[config.mk]
export PLATFORM = sky130hd
export DESIGN_NAME = program_control_sequencer
export DESIGN_NICKNAME = d
export VERILOG_FILES = /design/src/rtl/sequencer_pkg.sv /design/src/rtl/return_stack.sv /design/src/rtl/program_control_sequencer.sv
export SDC_FILE = /design/constraint.sdc
export NUM_CORES = 1
export LEC_CHECK = 0
export BUFFER_PORTS_ARGS = -buffer_cell sky130_fd_sc_hd__buf_2
export CAP_MARGIN = 25
export CORE_ASPECT_RATIO = 1.5
export CORE_MARGIN = 2
export CORE_UTILIZATION = 55
export DETAILED_ROUTE_END_ITERATION = 8
export HOLD_SLACK_MARGIN = 0.08
export MAX_ROUTING_LAYER = met4
export PLACE_DENSITY = 0.8
export SYNTH_ARGS = -nofsm -noshare
export SYNTH_HDL_FRONTEND = slang
export SYNTH_SLANG_ARGS = --single-unit
[constraint.sdc]
create_clock -name clk -period 7.3 [get_ports clk]
set_input_delay 2.19 -clock clk [delete_from_list [all_inputs] [get_ports clk]]
set_output_delay 2.19 -clock clk [all_outputs]
set_load 0.005 [all_outputs]
[src/rtl/sequencer_pkg.sv]
// constants and types shared by the program control sequencer
package sequencer_pkg;
	localparam int CLK_PERIOD_NS = 25;
	localparam int CODE_W = 8;
	localparam int PC_W = 9;
	localparam int SP_W = 4;
	localparam int STACK_DEPTH = 16;
	localparam int COND_COUNT = 30;
	localparam int EVOKE_COUNT = 192;
	localparam logic [PC_W-1:0] PC_RESET = 9'h000;
	localparam logic [SP_W-1:0] SP_RESET = 4'h0;
	localparam logic [CODE_W-1:0] CODE_FIRST_JUMP = 8'hC0;
	localparam logic [CODE_W-1:0] CODE_FIRST_STACK = 8'hFC;
	localparam int FIELD_MBIT = 0;
	localparam int FIELD_RETURN = 1;
	localparam int FIELD_COND_LO = 1;
	localparam int FIELD_COND_HI = 5;
	// fetch busy one-shot, start delay and completion pulse, in ns
	localparam int FETCH_BUSY_NS = 500;
	localparam int START_DELAY_NS = 1000;
	localparam int DONE_PULSE_NS = 100;
	localparam int FETCH_BUSY_CYCLES = (FETCH_BUSY_NS + CLK_PERIOD_NS - 1) / CLK_PERIOD_NS;
	localparam int START_DELAY_CYCLES = (START_DELAY_NS + CLK_PERIOD_NS - 1) / CLK_PERIOD_NS;
	localparam int DONE_PULSE_CYCLES = (DONE_PULSE_NS + CLK_PERIOD_NS - 1) / CLK_PERIOD_NS;
	localparam int TIMER_W = 8;

	typedef enum logic [2:0] {
		st_fetch,
		st_skip,
		st_push,
		st_transfer,
		st_return,
		st_test_true,
		st_fetch_addr,
		st_load_pc
	} seq_state_type;

	typedef enum logic [1:0] {
		cls_evoke,
		cls_test,
		cls_call,
		cls_exit
	} code_class_type;
endpackage

[src/rtl/return_stack.sv]
// return address stack memory with registered read data
`timescale 1ns/10ps
module return_stack #(
	parameter int WIDTH = 9,
	parameter int DEPTH = 16,
	parameter int ADDR_W = 4
) (
	input wire logic clk,
	input wire logic rst_n,
	input wire logic wr_en,
	input wire logic [ADDR_W-1:0] wr_addr,
	input wire logic [WIDTH-1:0] wr_data,
	input wire logic [ADDR_W-1:0] rd_addr,
	output logic [WIDTH-1:0] rd_data
);
	logic [WIDTH-1:0] mem [DEPTH];

	always_ff @(posedge clk) begin
		if (wr_en) begin
			mem[wr_addr] <= wr_data;
		end
	end

	always_ff @(posedge clk) begin
		if (!rst_n) begin
			rd_data <= '0;
		end else begin
			rd_data <= mem[rd_addr];
		end
	end
endmodule // return_stack

[src/rtl/program_control_sequencer.sv]
// program control sequencer: fetch, decode, state generator, pc and stack
`timescale 1ns/10ps
module program_control_sequencer
	import sequencer_pkg::*;
#(
	parameter int COND_N = sequencer_pkg::COND_COUNT,
	parameter int EVOKE_N = sequencer_pkg::EVOKE_COUNT
) (
	input wire logic clk,
	input wire logic rst_n,
	input wire logic power_clear,
	input wire logic start,
	output logic run_indicator,
	output logic fetch_request,
	output logic [sequencer_pkg::PC_W-1:0] fetch_addr,
	input wire logic [sequencer_pkg::CODE_W-1:0] fetch_data,
	output logic decode_enable_strobe,
	output logic [7:0] state_onehot,
	input wire logic [COND_N-1:0] first_conditions,
	input wire logic [COND_N-1:0] second_conditions,
	input wire logic first_condition_select,
	input wire logic second_condition_select,
	output logic second_selected,
	output logic transfer_active,
	output logic [sequencer_pkg::CODE_W-1:0] evoke_code,
	output logic [EVOKE_N-1:0] evoke_strobes,
	input wire logic data_ready,
	input wire logic data_accept,
	output logic transfer_done
);
	import sequencer_pkg::*;

	localparam logic [TIMER_W-1:0] BUSY_LOAD = TIMER_W'(FETCH_BUSY_CYCLES);
	localparam logic [TIMER_W-1:0] DELAY_LOAD = TIMER_W'(START_DELAY_CYCLES);
	localparam logic [TIMER_W-1:0] DONE_LOAD = TIMER_W'(DONE_PULSE_CYCLES);

	function automatic code_class_type code_class(input logic [CODE_W-1:0] code);
		if (code < CODE_FIRST_JUMP) begin
			code_class = cls_evoke;
		end else if (code < CODE_FIRST_STACK) begin
			code_class = cls_test;
		end else if (!code[FIELD_RETURN]) begin
			code_class = cls_call;
		end else begin
			code_class = cls_exit;
		end
	endfunction

	// pin synchronisers
	logic pclr_s1_r, pclr_s2_r, start_s1_r, start_s2_r, start_prev_r;
	logic ready_s1_r, ready_s2_r, accept_s1_r, accept_s2_r;
	logic [COND_N-1:0] cond0_s1_r, cond0_s2_r, cond1_s1_r, cond1_s2_r;

	always_ff @(posedge clk) begin
		if (!rst_n) begin
			pclr_s1_r <= 1'b0;
			pclr_s2_r <= 1'b0;
			start_s1_r <= 1'b0;
			start_s2_r <= 1'b0;
			start_prev_r <= 1'b0;
			ready_s1_r <= 1'b0;
			ready_s2_r <= 1'b0;
			accept_s1_r <= 1'b0;
			accept_s2_r <= 1'b0;
			cond0_s1_r <= '0;
			cond0_s2_r <= '0;
			cond1_s1_r <= '0;
			cond1_s2_r <= '0;
		end else begin
			pclr_s1_r <= power_clear;
			pclr_s2_r <= pclr_s1_r;
			start_s1_r <= start;
			start_s2_r <= start_s1_r;
			start_prev_r <= start_s2_r;
			ready_s1_r <= data_ready;
			ready_s2_r <= ready_s1_r;
			accept_s1_r <= data_accept;
			accept_s2_r <= accept_s1_r;
			cond0_s1_r <= first_conditions;
			cond0_s2_r <= cond0_s1_r;
			cond1_s1_r <= second_conditions;
			cond1_s2_r <= cond1_s1_r;
		end
	end

	logic clear;
	logic start_pulse;
	assign clear = !rst_n || pclr_s2_r;
	assign start_pulse = start_s2_r && !start_prev_r;

	seq_state_type state_r, state_nxt;
	logic [PC_W-1:0] pc_r;
	logic [SP_W-1:0] sp_r;
	logic [CODE_W-1:0] code_r;
	logic [CODE_W-1:0] jump_lo_r;
	logic m_bit_r;
	logic run_r;
	logic [TIMER_W-1:0] fetch_busy_timer;
	logic [TIMER_W-1:0] delay_r;
	logic [TIMER_W-1:0] done_cnt_r;
	logic done_r, active_r, sel2_r, ready_seen_r, accept_seen_r;
	logic step;
	logic cond_true;
	logic [4:0] cond_idx;
	code_class_type cls;
	logic [PC_W-1:0] stack_rdata;

	// clock gate: runs only when timer recovered and no transfer or done pending
	assign step = run_r && fetch_busy_timer == '0 && !active_r && !done_r;

	assign decode_enable_strobe = step && state_r == st_fetch;
	assign fetch_request = run_r && (state_r == st_fetch || state_r == st_fetch_addr);

	// combinational decoder over fetched code and selected condition
	assign cls = code_class(fetch_data);
	assign cond_idx = fetch_data[FIELD_COND_HI:FIELD_COND_LO];
	always_comb begin
		cond_true = 1'b0;
		if (cond_idx == 5'h00) begin
			cond_true = 1'b1;
		end else if (32'(cond_idx) < COND_N) begin
			cond_true = sel2_r ? cond1_s2_r[cond_idx] : cond0_s2_r[cond_idx];
		end
	end

	// feedback logic with jam set from decoder
	always_comb begin
		state_nxt = st_fetch;
		case (state_r)
			st_fetch: begin
				case (cls)
					cls_evoke: state_nxt = st_transfer;
					cls_test: state_nxt = cond_true ? st_test_true : st_skip;
					cls_call: state_nxt = st_push;
					cls_exit: state_nxt = st_return;
					default: state_nxt = st_fetch;
				endcase
			end
			st_skip: state_nxt = st_transfer;
			st_push: state_nxt = st_test_true;
			st_transfer: state_nxt = st_fetch;
			st_return: state_nxt = st_skip;
			st_test_true: state_nxt = st_fetch_addr;
			st_fetch_addr: state_nxt = st_load_pc;
			st_load_pc: state_nxt = st_fetch;
			default: state_nxt = st_fetch;
		endcase
	end

	always_ff @(posedge clk) begin
		if (clear || start_pulse) begin
			state_r <= st_fetch;
		end else if (step) begin
			state_r <= state_nxt;
		end
	end

	always_ff @(posedge clk) begin
		if (clear) begin
			state_onehot <= 8'h01;
		end else begin
			state_onehot <= 8'h01 << state_r;
		end
	end

	// program counter
	always_ff @(posedge clk) begin
		if (clear || start_pulse) begin
			pc_r <= PC_RESET;
		end else if (step) begin
			case (state_r)
				st_skip, st_transfer, st_test_true: pc_r <= pc_r + 9'h001;
				st_return: pc_r <= stack_rdata;
				st_load_pc: pc_r <= {m_bit_r, jump_lo_r};
				default: pc_r <= pc_r;
			endcase
		end
	end
	assign fetch_addr = pc_r;

	// instruction, memory-half bit and jump address capture
	always_ff @(posedge clk) begin
		if (clear) begin
			code_r <= '0;
			m_bit_r <= 1'b0;
			jump_lo_r <= '0;
		end else if (step) begin
			if (state_r == st_fetch) begin
				code_r <= fetch_data;
			end
			if (state_r == st_test_true) begin
				m_bit_r <= code_r[FIELD_MBIT];
			end
			if (state_r == st_fetch_addr) begin
				jump_lo_r <= fetch_data;
			end
		end
	end

	// stack pointer: up after push, down before return read, wraps freely
	always_ff @(posedge clk) begin
		if (clear) begin
			sp_r <= SP_RESET;
		end else if (step && state_r == st_push) begin
			sp_r <= sp_r + 4'h1;
		end else if (decode_enable_strobe && cls == cls_exit) begin
			sp_r <= sp_r - 4'h1;
		end
	end

	return_stack #(
		.WIDTH(PC_W),
		.DEPTH(STACK_DEPTH),
		.ADDR_W(SP_W)
	) u_stack (
		.clk(clk),
		.rst_n(rst_n),
		.wr_en(step && state_r == st_push),
		.wr_addr(sp_r),
		.wr_data(pc_r),
		.rd_addr(sp_r - 4'h1),
		.rd_data(stack_rdata)
	);

	// start delay and run indicator
	always_ff @(posedge clk) begin
		if (clear) begin
			run_r <= 1'b0;
			delay_r <= '0;
		end else if (start_pulse) begin
			run_r <= 1'b0;
			delay_r <= DELAY_LOAD;
		end else if (delay_r != '0) begin
			delay_r <= delay_r - 8'h01;
			run_r <= delay_r == 8'h01;
		end
	end
	assign run_indicator = run_r;

	// fetch busy one-shot
	always_ff @(posedge clk) begin
		if (clear) begin
			fetch_busy_timer <= '0;
		end else if (start_pulse) begin
			fetch_busy_timer <= BUSY_LOAD;
		end else if (step && (state_nxt == st_fetch || state_nxt == st_fetch_addr)) begin
			fetch_busy_timer <= BUSY_LOAD;
		end else if (fetch_busy_timer != '0) begin
			fetch_busy_timer <= fetch_busy_timer - 8'h01;
		end
	end

	// condition set select, first after reset
	always_ff @(posedge clk) begin
		if (clear) begin
			sel2_r <= 1'b0;
		end else if (second_condition_select) begin
			sel2_r <= 1'b1;
		end else if (first_condition_select) begin
			sel2_r <= 1'b0;
		end
	end
	assign second_selected = sel2_r;

	// transfer flop, only evoke codes start it
	always_ff @(posedge clk) begin
		if (clear) begin
			active_r <= 1'b0;
			evoke_code <= '0;
		end else if (decode_enable_strobe && cls == cls_evoke) begin
			active_r <= 1'b1;
			evoke_code <= fetch_data;
		end else if (active_r && ready_seen_r && accept_seen_r) begin
			active_r <= 1'b0;
		end
	end
	assign transfer_active = active_r;

	// handshake: ready then accept, completion after both
	always_ff @(posedge clk) begin
		if (clear || !active_r) begin
			ready_seen_r <= 1'b0;
			accept_seen_r <= 1'b0;
		end else begin
			if (ready_s2_r) begin
				ready_seen_r <= 1'b1;
			end
			if (accept_s2_r && ready_seen_r) begin
				accept_seen_r <= 1'b1;
			end
		end
	end

	always_ff @(posedge clk) begin
		if (clear) begin
			done_r <= 1'b0;
			done_cnt_r <= '0;
		end else if (active_r && ready_seen_r && accept_seen_r) begin
			done_r <= 1'b1;
			done_cnt_r <= DONE_LOAD;
		end else if (done_cnt_r != '0) begin
			done_cnt_r <= done_cnt_r - 8'h01;
			done_r <= done_cnt_r != 8'h01;
		end
	end
	assign transfer_done = done_r;

	// one evoke strobe per transfer code while the flop is set
	genvar gi;
	generate
		for (gi = 0; gi < EVOKE_N; gi++) begin : g_evoke
			assign evoke_strobes[gi] = active_r && 32'(evoke_code) == gi;
		end
	endgenerate
endmodule // program_control_sequencer

Yosys cells after proc, flatten, opt, wreduce, memory -nomap -nowiden:

Memories as Yosys holds them, arrays and structs flattened. A register that Yosys moved wholly into a read port is not among the register bits.
Cells that the tools add are included.

* add/sub/neg operators: 6
* order comparisons: 4
* equality and inequality tests: 204
* shifts and indexed selects: 1
* mux-type cells: 31
* reduce and logical (&&, ||, !) cells: 240

Operators by type and width (number)
* == test 8 x 7 -> 1 bit (second input constant): 64
* == test 8 bit (second input constant): 64
* == test 8 x 6 -> 1 bit (second input constant): 32
* logical AND 1 bit: 205
* == test 8 x 5 -> 1 bit (second input constant): 16
* == test 8 x 4 -> 1 bit (second input constant): 8
* == test 8 x 3 -> 1 bit (second input constant): 4
* one-hot mux 9 bit (3 select lines): 1
* nonzero test 8 bit: 3
* subtractor 8 x 1 -> 8 bit (second input constant): 3
* one-hot mux 3 bit (7 select lines): 1
* == test 8 x 1 -> 1 bit (second input constant): 2
* == test 8 x 2 -> 1 bit (second input constant): 2
* logical NOT 8 bit: 2
* less-than comparator 8 bit (second input constant): 2
* == test 3 bit (second input constant): 5
* two-way mux 5 bit: 3
* two-way mux 1 bit: 14
* two-way mux 6 bit: 2
* one-hot mux 3 bit (4 select lines): 1
* binary-select mux 1 bit (select 5 bit): 2
* nonzero test 2 bit: 5
* adder 9 x 1 -> 9 bit (second input constant): 1
* two-way mux 3 bit: 3
* other kinds (21): 41

* register bits: 201
* RAM bits: 144
* input port bits: 76
* output and inout bits: 223
* word-level logic and storage cells: 520
* memories: 1

Memory list
* u_stack.mem: words 16, bits a word 9, read ports 1, clocked after Yosys merged registers in 1, write ports 1, line return_stack.sv:16 `logic [WIDTH-1:0] mem [DEPTH];`

Logic depth before layout (Yosys ltp):

* depth after elaboration: 13
* depth in mapped cells: 10
* mapped depth without buffers: 7

Modules after synthesis:

From an unflattened synthesis, not the netlist that was laid out.

* cells, all modules: 1268
* area, all modules: 14347.5 sq um

Modules (own cells, without submodules)
* program_control_sequencer: instances 1, cells each 994, area each 8499.4 sq um, seq. area each 4023.9 sq um
* return_stack: instances 1, cells each 274, area each 5848.1 sq um, seq. area each 4504.3 sq um

Worst setup path after synthesis:

Ideal clock, no wire load.

* kind: input port to flip-flop
* start: input port fetch_data[1] in the netlist's numbering
* end: register state_r[2]
* library setup time: 0.120 ns
* arrival: 3.588 ns
* required time: 7.180 ns
* setup slack: 3.593 ns
* cell stages on the path: 7
* buffers on the path: 2
* cell sequence: buf_6 -> buf_8 -> mux2i_1 -> o22ai_1 -> or4_1 -> and3_1 -> o31a_1

* cells in the longest elaborated chain, start to end: 8
* elaborated cells on any way between the ends: 21
* those cells by class: order compare (3); eq/ne (3); mux (13); reduce/logical (2)

Ends and longest elaborated chain
* from (decl): line program_control_sequencer.sv:16 `input wire logic [sequencer_pkg::CODE_W-1:0] fetch_data,`
* binary-select mux 1 bit (select 5 bit): line program_control_sequencer.sv:122 `cond_true = sel2_r ? cond1_s2_r[cond_idx] : cond0_s2_r[cond_idx];`
* two-way mux 1 bit (implied by the code): line program_control_sequencer.sv:122
* two-way mux 1 bit: line program_control_sequencer.sv:122
* two-way mux 1 bit: line program_control_sequencer.sv:121 `end else if (32'(cond_idx) < COND_N) begin`
* two-way mux 1 bit: line program_control_sequencer.sv:119 `if (cond_idx == 5'h00) begin`
* two-way mux 3 bit: line program_control_sequencer.sv:133 `cls_test: state_nxt = cond_true ? st_test_true : st_skip;`
* one-hot mux 3 bit (4 select lines) (*): line program_control_sequencer.sv:131 `case (cls)`
* one-hot mux 3 bit (7 select lines) (*): line program_control_sequencer.sv:129 `case (state_r)`
* to (signal assigned): line program_control_sequencer.sv:152 `state_r <= st_fetch;`
* to (signal assigned): line program_control_sequencer.sv:154 `state_r <= state_nxt;`
* to (decl): line program_control_sequencer.sv:91 `seq_state_type state_r, state_nxt;`

Every way passes the cells marked *; elsewhere a longest branch is shown, timed or not. The select of a mux whose other input is x is not followed.
A chain may end at the register's enable or synchronous reset.

Final worst setup path:

* start: register evoke_code[1] in the netlist's numbering
* end: output port evoke_strobes[191]

* cells in the longest elaborated chain, start to end: 2

Ends and longest elaborated chain
* from (decl): line program_control_sequencer.sv:25 `output logic [sequencer_pkg::CODE_W-1:0] evoke_code,`
* from (signal assigned): line program_control_sequencer.sv:272 `evoke_code <= fetch_data;`
* == test 8 bit: line program_control_sequencer.sv:312 `assign evoke_strobes[gi] = active_r && 32'(evoke_code) == gi;`
* logical AND 1 bit: line program_control_sequencer.sv:312
* to (decl): line program_control_sequencer.sv:26 `output logic [EVOKE_N-1:0] evoke_strobes,`

No other way between the ends.

==> impl_metrics.py <==
metrics = {
    "status": {
        "status": "finished, final reports clean",
    },
    "cts": {
        "clock_latency_ns": 0.56,
        "postCtsSetupBuffers": 0,
        "root_buffer": "clkbuf_16",
        "h-tree-depth": 1,
        "cts_hold_buf": 0,
        "cts.sinks": 354,
        "cts_resized": 0,
        "clk_path_buf_depth": 3,
        "clkSlewWorstSetupHoldPaths_ns": 0.07,
        "cts_tree": "done",
        "cts_buffers": 30,
    },
    "critical_path": {
        "crit_chain": "nand2_1 -> nor2_1 -> nand3_1 -> nor2_1 -> buf_2",
        "arrival_ns": 2.78,
        "crit_fanout": 11,
        "start_kind": "register",
        "crit_family": "simple AND/OR/NAND/NOR gates",
        "path_class": "reg -> out",
        "cp_data_required_time_ns": 5.11,
        "path_common_cell": "nor2_1",
        "critPathBufInv": 1,
        "crit_path_end_kind": "primary output",
        "cpPeakStageDelay_ns": 0.59,
        "crit_slowest_cell": "nand3_1",
    },
    "yosys": {
        "synthFlopType": "dfxtp_1",
        "synthCells": 1303,
        "synth_area_leaders": "edfxtp_1 (30%), dfxtp_1 (29%), nor2_1 (7.2%)",
        "yosysTopAreaCell": "edfxtp_1",
        "syn_nets": 1390,
        "synth_common_cells": "nor2_1 (273), dfxtp_1 (210), edfxtp_1 (144), and2_1 (131), nand2_1 (91)",
        "yosysTopAreaCellShare": 0.302,
        "yosysWarnings": 0,
        "async_flop_share": 0,
        "ys_ff_latch": 354,
        "synth_area_per_cell_um2": 11.0,
        "netlist_area_um2": 14300,
        "ys_types": 65,
        "yosysMostFrequentCell": "nor2_1",
        "seq_area_frac_synth": 0.596,
        "synth-edff-count": 144,
    },
    "placed_design": {
        "dp_hpwl_mm": 27.0,
        "place_congestion": 0.928,
        "postPlaceCellArea_um2": 16000,
        "dp_slack_ns": 3.05,
        "port_buffers": 298,
    },
    "global_routing": {
        "grt_pass1_vias": 10133,
        "grtUsageMet2": 0.508,
        "grt_max_degree": 140,
        "globalRouteTotalUtil": 0.286,
        "antenna_found_initial": 0,
        "grtUsageMet1": 0.318,
        "use_met3": 0.0416,
        "busiest_layer": "met2",
        "gr-total-overflow": 0,
        "grt_pass1_wl_mm": 57.4,
    },
    "cells_and_area": {
        "ff_latch_area_um2": 8530,
        "diodes": 0,
        "n_fill_cell": 1871,
        "layout-drive-gt1-share": 0.262,
        "stdcell_area_um2": 17100,
        "final_nets": 1653,
        "syn_to_final_growth_pct": 19.3,
        "multi_input_area_um2": 5340,
    },
    "drt": {
        "finalWirelength_mm": 38.8,
        "antenna_left": 0,
        "vias": 10754,
        "vias_per_cell": 5.59,
        "drtIter0Drc": 858,
        "drt_pass1_iterations": 7,
        "avgRoutedWirePerCell_um": 20.2,
        "drc": 0,
    },
    "run": {
        "maxCapViolCount": 0,
    },
    "die": {
        "core_area_um2": 25700,
        "row_count": 72,
        "ioPinCount": 299,
        "initial_core_util": 0.557,
        "die_y_um": 202,
        "die-area_um2": 27300,
        "dieWidth_um": 136,
    },
    "timing": {
        "final-setup-viol-count": 0,
        "fin_worst_hold_slack_ns": 0.428,
        "rsz0062_at_grt": "no",
        "setup_slack_ns": 2.33,
        "tightest_slew_ns": 0.996,
        "clock_skew_ns": 0.0214,
        "max_slew_margin": 0.334,
        "finalCriticalPeriod_ns": 4.97,
        "finalMaxSlewViolations": 0,
        "fmax_ghz": 0.201,
        "hold_viol_final": 0,
        "fin_setup_tns_ns": 0,
        "post-route-period-util": 0.681,
    },
    "power_and_ir_drop": {
        "vdd_drop_max_mv": 0.161,
        "p_per_area_nw_per_um2": 252,
        "leakagePower_nw": 6.66,
    },
    "min_path": {
        "hold_path_class": "reg -> reg",
    },
}
-- registers in the layout (all words and copies together), names as in the netlist, 9 cells and up --
register	count
u_stack.mem	144
cond0_s1_r	30
cond0_s2_r	30
cond1_s1_r	30
cond1_s2_r	30
fetch_addr	9
u_stack.rd_data	9
-- placed cells by master (no fill, tap or decap), drive strengths merged, types with 3 or more instances in the layout --
master and n:
a22oi 7, nor4 7, buf 315, ha 11
and2 132, o32ai 3, dfxtp 210, nand2 91
nand3 39, nor2 273, o21ai 21, a21oi 29
xnor2 11, bufinv 5, inv 21, clkbuf 42
nor3b 3, or3 3, nor2b 11, nand3b 14
nand2b 7, and3 15, nor3 24, mux2i 39
clkinv 7, a31oi 4, mux4 41, a211oi 4
edfxtp 144, nand4 6, o22ai 9, o211ai 3
xor2 8, or3b 3
-- stage by stage --
stage	cells	util	total power [mW]
after global routing	1923	0.665	4.45
after floorplan	1303	-	2.51
final	1923	0.665	4.30
after CTS	1923	0.665	4.31
after global placement	1867	0.623	2.59
after detailed placement	1867	0.623	2.61
-- layout make-up --
type	instances	area share
clock buffers	42	0.0509
clock inverters	14	0.0126
inverters	20	0.00440
multi-input cells	845	0.313
flip-flops and latches	354	0.500
well taps	333	0.0244
repair buffers	315	0.0949
-- kinds of logic (layout without fill, tap and decap cells) --
family | Yosys count | count (layout) | share of synthesized area
xor gates and xnor gates | 19 | 19 | 0.0116
DFF | 354 | 354 | 0.596
AOI/OAI and AO/OA | 97 | 97 | 0.0432
muxes | 81 | 81 | 0.0934
buffers and inverters | 104 | 391 | 0.0306
and+or+nand+nor | 637 | 637 | 0.215
adders and majority gates | 11 | 11 | 0.00962
-- final timing paths --
path / end / slack [ns] / from / depth (start not counted)
setup / recovery: evoke_strobes[191] / 2.33 / evoke_code[1] / 5
hold / removal: cond1_s2_r[9] / 0.43 / cond1_s1_r[9] / 1
setup reg to reg: u_stack.rd_data[1] / 4.05 / sp_r[0] / 7
hold reg to reg: cond1_s2_r[9] / 0.43 / cond1_s1_r[9] / 1
-- power by group --
group	leakage [nW]	internal [mW]	total [mW]	switching, mW
Sequential	2.83	2.12	2.18	0.0606
Combinational	3.30	0.176	0.392	0.216
Clock	0.529	1.02	1.72	0.708
-- layer usage --
| metal | wire (um) | part of all wire |
|---|---|---|
| met1 | 14200 | 0.37 |
| met5 | 0 | 0 |
| met2 | 19900 | 0.51 |
| met4 | 1570 | 0.040 |
| met3 | 3080 | 0.079 |
No activity file was read; power rests on OpenSTA's default activity.
